**src/swr_params.svh**
```systemverilog
// constants for the supply watchdog reset sequencer
// assumes a 100 MHz mclk_i; the time base tick is derived from it
//
// Contract
// - supply low drives both reset outputs low in the same cycle
// - hold both low while supply low; release primary 50 ms, secondary 60 ms after
// - no kick activity for a full selected period asserts both resets
// - after watchdog reset primary low 50 ms, secondary a further 10 ms
// - watchdog count restarts when primary reset returns high
// - select pins pick 0.75, 1.5, 12.5 or 25 ms period
// - realised period within 0.4-1.28 ms shortest, at most 38 ms longest
// - every rising or falling kick edge restarts the watchdog count
// - floating or mid-supply kick input disables the watchdog; the code disables it only from the separate watchdog_disable_i pin
`ifndef SWR_PARAMS_SVH
`define SWR_PARAMS_SVH
`define SWR_CLK_HZ 100000000
// time base tick period in microseconds
`define SWR_TICK_US 50
`define SWR_TICK_CYC ((`SWR_CLK_HZ / 1000000) * `SWR_TICK_US)
// times in microseconds
`define SWR_T1_US 50000
`define SWR_T2_US 10000
`define SWR_WD0_US 750
`define SWR_WD1_US 1500
`define SWR_WD2_US 12500
`define SWR_WD3_US 25000
`define SWR_T1_TICKS (`SWR_T1_US / `SWR_TICK_US)
`define SWR_T2_TICKS (`SWR_T2_US / `SWR_TICK_US)
`define SWR_WD0_TICKS (`SWR_WD0_US / `SWR_TICK_US)
`define SWR_WD1_TICKS (`SWR_WD1_US / `SWR_TICK_US)
`define SWR_WD2_TICKS (`SWR_WD2_US / `SWR_TICK_US)
`define SWR_WD3_TICKS (`SWR_WD3_US / `SWR_TICK_US)
`define SWR_CNT_W 16
// synchroniser bit positions of the pin inputs
`define SWR_PIN_N 5
`define SWR_PIN_SUP 4
`define SWR_PIN_KICK 3
`define SWR_PIN_DIS 2
`define SWR_PIN_SEL_HI 1
`define SWR_PIN_SEL_LO 0
`endif

```
**src/swr_top.sv**
```systemverilog
// supply watchdog reset sequencer top
// assumes supply_ok_i from an analog comparator and kick/select/disable pins, all asynchronous
`timescale 1ns/1ns
`default_nettype none
`include "swr_params.svh"
package swr_pkg;
   typedef enum logic [2:0] {
      SWR_HOLD = 3'b001,
      SWR_REL1 = 3'b010,
      SWR_RUN  = 3'b100
   } swr_state_e;
endpackage

module swr_top #(
   parameter int TICK_CYC = `SWR_TICK_CYC,
   parameter int T1_TICKS = `SWR_T1_TICKS,
   parameter int T2_TICKS = `SWR_T2_TICKS,
   parameter int WD0_TICKS = `SWR_WD0_TICKS,
   parameter int WD1_TICKS = `SWR_WD1_TICKS,
   parameter int WD2_TICKS = `SWR_WD2_TICKS,
   parameter int WD3_TICKS = `SWR_WD3_TICKS
) (
   input wire logic mclk_i,
   input wire logic resetn_i,
   input wire logic ce_i,
   input wire logic supply_ok_i,
   input wire logic watchdog_kick_input_i,
   input wire logic watchdog_disable_i,
   input wire logic timeout_select_lsb_i,
   input wire logic timeout_select_msb_i,
   output logic primary_reset_n_o,
   output logic secondary_reset_n_o
);
   // ------------------------------------------------------------
   // input synchronisers
   // ------------------------------------------------------------
   logic [`SWR_PIN_N-1:0] sync1_reg;
   logic [`SWR_PIN_N-1:0] sync2_reg;
   logic kick_d_reg;
   logic [`SWR_PIN_N-1:0] pins;
   assign pins = {supply_ok_i, watchdog_kick_input_i, watchdog_disable_i,
                  timeout_select_msb_i, timeout_select_lsb_i};

   always_ff @(posedge mclk_i or negedge resetn_i) begin
      if (!resetn_i) begin
         sync1_reg <= '0;
         sync2_reg <= '0;
         kick_d_reg <= 1'b0;
      end else if (ce_i) begin
         sync1_reg <= pins;
         sync2_reg <= sync1_reg;
         kick_d_reg <= sync2_reg[`SWR_PIN_KICK];
      end
   end

   logic sup_ok;
   logic kick_edge;
   logic wd_off;
   logic [1:0] sel;
   assign sup_ok = sync2_reg[`SWR_PIN_SUP];
   assign kick_edge = sync2_reg[`SWR_PIN_KICK] ^ kick_d_reg;
   assign wd_off = sync2_reg[`SWR_PIN_DIS];
   assign sel = sync2_reg[`SWR_PIN_SEL_HI:`SWR_PIN_SEL_LO];

   // ------------------------------------------------------------
   // time base
   // ------------------------------------------------------------
   logic tick;
   swr_tick #(
      .TICK_CYC(TICK_CYC)
   ) u_tick (
      .mclk_i(mclk_i),
      .resetn_i(resetn_i),
      .ce_i(ce_i),
      .tick_o(tick)
   );

   // ------------------------------------------------------------
   // watchdog period select
   // ------------------------------------------------------------
   logic [`SWR_CNT_W-1:0] wd_limit;
   always_comb begin
      case (sel)
         2'b00: wd_limit = `SWR_CNT_W'(WD0_TICKS);
         2'b01: wd_limit = `SWR_CNT_W'(WD1_TICKS);
         2'b10: wd_limit = `SWR_CNT_W'(WD2_TICKS);
         default: wd_limit = `SWR_CNT_W'(WD3_TICKS);
      endcase
   end

   // ------------------------------------------------------------
   // reset sequencer
   // ------------------------------------------------------------
   swr_pkg::swr_state_e state_reg;
   swr_pkg::swr_state_e state_next;
   logic [`SWR_CNT_W-1:0] cnt_reg;
   logic [`SWR_CNT_W-1:0] cnt_next;
   logic p_n_reg;
   logic p_n_next;
   logic s_n_reg;
   logic s_n_next;

   always_comb begin
      state_next = state_reg;
      cnt_next = cnt_reg;
      p_n_next = p_n_reg;
      s_n_next = s_n_reg;
      if (!sup_ok) begin
         // supply low forces both outputs low together
         state_next = swr_pkg::SWR_HOLD;
         cnt_next = '0;
         p_n_next = 1'b0;
         s_n_next = 1'b0;
      end else begin
         case (state_reg)
            swr_pkg::SWR_HOLD: begin
               if (tick) begin
                  cnt_next = cnt_reg + 1'b1;
               end
               if (tick && cnt_reg == `SWR_CNT_W'(T1_TICKS - 1)) begin
                  // primary release restarts the watchdog
                  state_next = swr_pkg::SWR_REL1;
                  cnt_next = '0;
                  p_n_next = 1'b1;
               end
            end
            swr_pkg::SWR_REL1: begin
               // watchdog already running while secondary still held
               if (kick_edge || wd_off) begin
                  cnt_next = '0;
               end else if (tick) begin
                  cnt_next = cnt_reg + 1'b1;
               end
               if (tick && cnt_reg == `SWR_CNT_W'(T2_TICKS - 1)) begin
                  s_n_next = 1'b1;
               end
               if (!wd_off && !kick_edge && tick && cnt_reg == wd_limit - 1'b1) begin
                  state_next = swr_pkg::SWR_HOLD;
                  cnt_next = '0;
                  p_n_next = 1'b0;
                  s_n_next = 1'b0;
               end else if (s_n_reg || (tick && cnt_reg == `SWR_CNT_W'(T2_TICKS - 1))) begin
                  state_next = (s_n_reg) ? swr_pkg::SWR_RUN : swr_pkg::SWR_REL1;
               end
            end
            swr_pkg::SWR_RUN: begin
               if (kick_edge || wd_off) begin
                  cnt_next = '0;
               end else if (tick) begin
                  cnt_next = cnt_reg + 1'b1;
               end
               if (!wd_off && !kick_edge && tick && cnt_reg >= wd_limit - 1'b1) begin
                  state_next = swr_pkg::SWR_HOLD;
                  cnt_next = '0;
                  p_n_next = 1'b0;
                  s_n_next = 1'b0;
               end
            end
            default: begin
               state_next = swr_pkg::SWR_HOLD;
               cnt_next = '0;
               p_n_next = 1'b0;
               s_n_next = 1'b0;
            end
         endcase
      end
   end

   // ------------------------------------------------------------
   // secondary release timer
   // ------------------------------------------------------------
   // secondary timing in REL1 shares the watchdog counter only until the first kick;
   // a separate counter keeps the 10 ms exact regardless of kicks
   logic [`SWR_CNT_W-1:0] sec_cnt_reg;
   logic [`SWR_CNT_W-1:0] sec_cnt_next;
   logic sec_done;
   always_comb begin
      sec_cnt_next = sec_cnt_reg;
      if (state_reg != swr_pkg::SWR_REL1 || !sup_ok) begin
         sec_cnt_next = '0;
      end else if (tick) begin
         sec_cnt_next = sec_cnt_reg + 1'b1;
      end
   end
   assign sec_done = tick && sec_cnt_reg == `SWR_CNT_W'(T2_TICKS - 1);

   logic s_n_fix;
   swr_pkg::swr_state_e state_fix;
   always_comb begin
      s_n_fix = s_n_next;
      state_fix = state_next;
      if (sup_ok && state_reg == swr_pkg::SWR_REL1 && state_next == swr_pkg::SWR_REL1) begin
         s_n_fix = s_n_reg | sec_done;
         state_fix = (s_n_reg | sec_done) ? swr_pkg::SWR_RUN : swr_pkg::SWR_REL1;
      end else if (sup_ok && state_reg == swr_pkg::SWR_REL1 && state_next == swr_pkg::SWR_RUN) begin
         s_n_fix = 1'b1;
      end
   end

   // ------------------------------------------------------------
   // state registers
   // ------------------------------------------------------------
   always_ff @(posedge mclk_i or negedge resetn_i) begin
      if (!resetn_i) begin
         state_reg <= swr_pkg::SWR_HOLD;
         cnt_reg <= '0;
         sec_cnt_reg <= '0;
         p_n_reg <= 1'b0;
         s_n_reg <= 1'b0;
      end else if (ce_i) begin
         state_reg <= state_fix;
         cnt_reg <= cnt_next;
         sec_cnt_reg <= sec_cnt_next;
         p_n_reg <= p_n_next;
         s_n_reg <= s_n_fix;
      end
   end

   // ------------------------------------------------------------
   // outputs
   // ------------------------------------------------------------
   assign primary_reset_n_o = p_n_reg;
   assign secondary_reset_n_o = s_n_reg;
endmodule
`default_nettype wire

```
**src/swr_tick.sv**
```systemverilog
// time base divider: one-cycle tick every TICK_CYC enabled cycles
// assumes a single clock domain
`timescale 1ns/1ns
`default_nettype none
`include "swr_params.svh"
module swr_tick #(
   parameter int TICK_CYC = `SWR_TICK_CYC
) (
   input wire logic mclk_i,
   input wire logic resetn_i,
   input wire logic ce_i,
   output logic tick_o
);
   logic [15:0] cnt_reg;
   logic [15:0] cnt_next;

   always_comb begin
      if (cnt_reg == 16'(TICK_CYC - 1)) begin
         cnt_next = 16'h0000;
      end else begin
         cnt_next = cnt_reg + 16'h0001;
      end
   end

   always_ff @(posedge mclk_i or negedge resetn_i) begin
      if (!resetn_i) begin
         cnt_reg <= 16'h0000;
      end else if (ce_i) begin
         cnt_reg <= cnt_next;
      end
   end

   assign tick_o = ce_i && (cnt_reg == 16'(TICK_CYC - 1));
endmodule
`default_nettype wire

```
**config.mk**
```make
export PLATFORM = sky130hd
export DESIGN_NAME = swr_top
export DESIGN_NICKNAME = d
export VERILOG_FILES = /design/src/swr_top.sv /design/src/swr_tick.sv
export VERILOG_INCLUDE_DIRS = /design/src
export SDC_FILE = /design/constraint.sdc
export NUM_CORES = 1
export LEC_CHECK = 0
export BUFFER_PORTS_ARGS = -buffer_cell sky130_fd_sc_hd__buf_2
export CAP_MARGIN = 20
export CORE_MARGIN = 10
export CORE_UTILIZATION = 65
export CTS_BUF_LIST = sky130_fd_sc_hd__clkbuf_4 sky130_fd_sc_hd__clkbuf_8
export DETAILED_ROUTE_END_ITERATION = 8
export GPL_TIMING_DRIVEN = 0
export PLACE_DENSITY = 0.82
export SLEW_MARGIN = 20
export SYNTH_ARGS = -nofsm -noshare
export SYNTH_HDL_FRONTEND = slang
export SYNTH_SLANG_ARGS = --single-unit
```
**constraint.sdc**
```tcl
create_clock -name mclk_i -period 6.3 [get_ports mclk_i]
set_input_delay 0.945 -clock mclk_i [delete_from_list [all_inputs] [get_ports mclk_i]]
set_output_delay 0.945 -clock mclk_i [all_outputs]
set_load 0.005 [all_outputs]
```
==> out/results.tsv <==
stage	metric	value	unit
critical_path	regToRegStartpoint	sync2_reg[0]$_DFFE_PN0P_	
grt	grt_max_degree	65	
grt	met3_usage	5.41	%
final_layout	fin_util	72.3	%
grt	top_usage_layer	met2	
die	die_w	97.2	um
final_layout	drive_gt1_share	9.89	%
routing	drt-vias-per-instance	6.59	
critical_path	r2r_slack	2990	ps
synth	synth_fa_ha_area_share	6.47	%
placement	dpl_cell_area	4010	um2
timing	skew	8.83	ps
placement	portBuffers	9	
placement	dpl.hpwl	6370	um
hold_path	hold_depth	2	
hold_path	hold_end	sync2_reg[1]$_DFFE_PN0P_	
clock_tree	post_cts_buffers	0	
final_layout	seqCellArea	1600	um2
synth	synth-compound-area-share	14.3	%
timing	drv_slew	0	
clock_tree	ctsResizeCount	0	
clock_tree	clk_pin_slew	80	ps
synth	synth_cells	410	
flow_run	cap_violations	0	
timing	fmax	0.302	GHz
grt	overflow	0	
placement	place_ws	3070	ps
clock_tree	cts_tree	done	
timing	fin_crit_sh	52.6	%
timing	fin_ws	2990	ps
clock_tree	insertion_delay	360	ps
die	pin_count	10	
placement	place_congestion	0.951	
critical_path	startpoint_type	register	
critical_path	r2r-end	cnt_reg[3]$_DFFE_PN0P_	
timing	finalCriticalPeriod	3310	ps
clock_tree	ctsHoldBuffers	0	
routing	wl_per_cell	18.4	um
grt	grt_pass1_vias	3416	
clock_tree	cts_max_path_buffers	2	
final_layout	fin_cells	510	
synth	syn_nets	438	
die	fp.dieH	97.2	um
synth	synth_flop_cell	dfrtp_1	
routing	postRouteAntennaNets	0	
critical_path	critPathMaxFanout	10	
timing	relSlewSlack	46.8	%
final_layout	fin_area	4230	um2
synth	ys_seq_elements	64	
final_layout	num_antenna_cells	0	
clock_tree	cts.sinks	64	
synth	synth_warnings	0	
timing	setup_tns	0	ps
synth	synthSimpleGateAreaFrac	25.2	%
grt	grt_usage	20.2	%
timing	rsz0062_at_grt	false	
final_layout	multiInputGateArea	2150	um2
final_layout	fillerInstances	442	
routing	drc	0	
routing	first_pass_iters	5	
clock_tree	htreeDepth	3	
status	outcome	finished, final reports clean	
grt	antenna_found_initial	0	
die	die_area	9440	um2
grt	grt_use_met1	25.2	%
synth	synth_edf_count	0	
final_layout	final_nets	458	
clock_tree	cts_buffers	9	
grt	grtUsageMet2	32.5	%
pwr	power_density	234	nW/um2
hold_path	hold_class	register to register	
critical_path	r2r_cells	12	
hold_path	hp-start	sync1_reg[1]$_DFFE_PN0P_	
critical_path	end_kind	register	
routing	routed_wl	9370	um
synth	netlist_area	3870	um2
synth	synth_xor_area_share	6.57	%
clock_tree	clock-root-buffer	clkbuf_8	
synth	muxShareOfSynthArea	2.91	%
die	placementRows	28	
routing	via_count	3363	
timing	hold_violations	0	
placement	place_inst	494	
pwr	ir_drop	0.000171	V
synth	syn_avg_cell_area	9.44	um2
synth	ys_types	54	
final_layout	syn2layout_area_growth	9.35	%
pwr	p_leak	1.84	nW
routing	drt_iter0_markers	232	
timing	worstMarginPinSlew	798	ps
critical_path	required	6580	ps
synth	yosysSeqAreaShare	41.4	%
synth	synthArstFlopShare	100	%
timing	finalSetupViolations	0	
die	coreArea	5850	um2
critical_path	arrival	3590	ps
grt	grt_pass1_wl	16200	um
critical_path	path_class	register to register	
synth	synth_top_family_by_area	simple AND/OR/NAND/NOR gates	
die	initial_core_util	66.1	%
==> power by group <==
group	internal, W	total [W]	switching [W]	leakage [nW]
Sequential	0.000437	0.000464	0.0000275	0.855
Combinational	0.0000492	0.000128	0.0000788	0.885
Clock	0.000222	0.000398	0.000176	0.101
==> cells in the final DEF, fill, tap and decap left out, types with 2 or more instances in the layout <==
| cell type | netlist | routed |
|---|---|---|
| a211oi_1 | 2 | 2 |
| a21oi_1 | 12 | 12 |
| a22o_1 | 3 | 3 |
| a31oi_1 | 3 | 3 |
| and2_1 | 9 | 9 |
| and3_1 | 11 | 11 |
| and4_1 | 7 | 7 |
| buf_2 | 3 | 11 |
| bufinv_16 | 0 | 2 |
| clkbuf_1 | 14 | 14 |
| clkbuf_8 | 0 | 9 |
| clkinvlp_4 | 0 | 3 |
| dfrtp_1 | 63 | 63 |
| ha_1 | 20 | 20 |
| inv_1 | 12 | 12 |
| mux2_2 | 10 | 10 |
| nand2_1 | 31 | 31 |
| nand2b_1 | 8 | 8 |
| nand3_1 | 25 | 25 |
| nand4_1 | 16 | 16 |
| nor2_1 | 35 | 35 |
| nor2b_1 | 5 | 5 |
| nor3_1 | 9 | 9 |
| nor4_1 | 7 | 7 |
| nor4bb_1 | 3 | 3 |
| o2111ai_1 | 14 | 14 |
| o211ai_1 | 5 | 5 |
| o21a_1 | 4 | 4 |
| o21ai_0 | 15 | 15 |
| o221ai_1 | 3 | 3 |
| o22ai_1 | 2 | 2 |
| o2bb2ai_1 | 2 | 2 |
| o31ai_1 | 3 | 3 |
| or3_1 | 2 | 2 |
| or4_1 | 2 | 2 |
| or4_4 | 2 | 2 |
| xnor2_1 | 16 | 16 |
| xor2_1 | 13 | 13 |
==> routing by layer <==
metal / share of wire, % / routed length [um]
met1: 43 / 4070
met2: 49 / 4560
met3: 5.9 / 555
met4: 1.8 / 173
met5: 0 / 0
==> logic make-up after synthesis <==
group | Yosys count
AO/OA/AOI/OAI | 78
XOR/XNOR | 29
other | 1
multiplexers | 10
buffers and inverters | 30
adder cells (fa/ha/maj) | 20
AND/OR/NAND/NOR | 178
flip-flops | 64
==> stage by stage <==
stage	hold slack [ps]	power (W)
floorplan	447	0.000552
global placement	467	0.000588
detailed placement	473	0.000596
CTS	491	0.000992
global route	517	0.00103
finish	495	0.000991
==> cells in the mapped netlist, types with 4 or more instances <==
cell type | count | area, um2
nor2_1 | 35 | 131
xor2_1 | 13 | 114
nand3_1 | 25 | 125
nand4_1 | 16 | 100
nor3_1 | 9 | 45.0
o2111ai_1 | 14 | 123
nor4_1 | 7 | 43.8
and4_1 | 7 | 61.3
nor2b_1 | 5 | 31.3
ha_1 | 20 | 250
and3_1 | 11 | 68.8
nand2_1 | 31 | 116
mux2_2 | 10 | 113
inv_1 | 12 | 45.0
and2_1 | 9 | 56.3
clkbuf_1 | 14 | 52.6
o21ai_0 | 15 | 75.1
xnor2_1 | 16 | 140
nand2b_1 | 8 | 50.1
a21oi_1 | 12 | 60.1
o211ai_1 | 5 | 37.5
o21a_1 | 4 | 30.0
dfrtp_1 | 63 | 1580
==> how the worst max path moves through the flow <==
| stage | from | end | slack [ps] |
|---|---|---|---|
| finish | sync2_reg[0]$_DFFE_PN0P_ | cnt_reg[3]$_DFFE_PN0P_ | 2990 |
| detailed placement | sync2_reg[0]$_DFFE_PN0P_ | cnt_reg[3]$_DFFE_PN0P_ | 3070 |
| global route | sync2_reg[0]$_DFFE_PN0P_ | cnt_reg[3]$_DFFE_PN0P_ | 2730 |
| floorplan | sync2_reg[0]$_DFFE_PN0P_ | cnt_reg[2]$_DFFE_PN0P_ | 3590 |
| global placement | sync2_reg[0]$_DFFE_PN0P_ | cnt_reg[11]$_DFFE_PN0P_ | 3160 |
| CTS | sync2_reg[0]$_DFFE_PN0P_ | cnt_reg[3]$_DFFE_PN0P_ | 3050 |
==> critical path, cell delays in order, from the launching register on <==
cell	delay [ps]
dfrtp_1	390
inv_1	120
ha_1	210
nor2_1	230
ha_1	300
a211oi_1	240
o211ai_1	130
a211o_1	370
nor4bb_1	260
clkbuf_1	390
buf_2	310
o221ai_1	160
o21ai_0	120
==> final cells by class <==
class,count,share of cell area [%]
Buffer,18,1.69
Clock buffer,9,2.93
Clock inverter,7,2.28
Inverter,12,1.06
Multi-Input combinational cell,316,50.8
Sequential cell,64,37.9
Tap cell,75,2.22
Timing Repair Buffer,9,1.12
No activity file was read; power rests on OpenSTA's default activity.
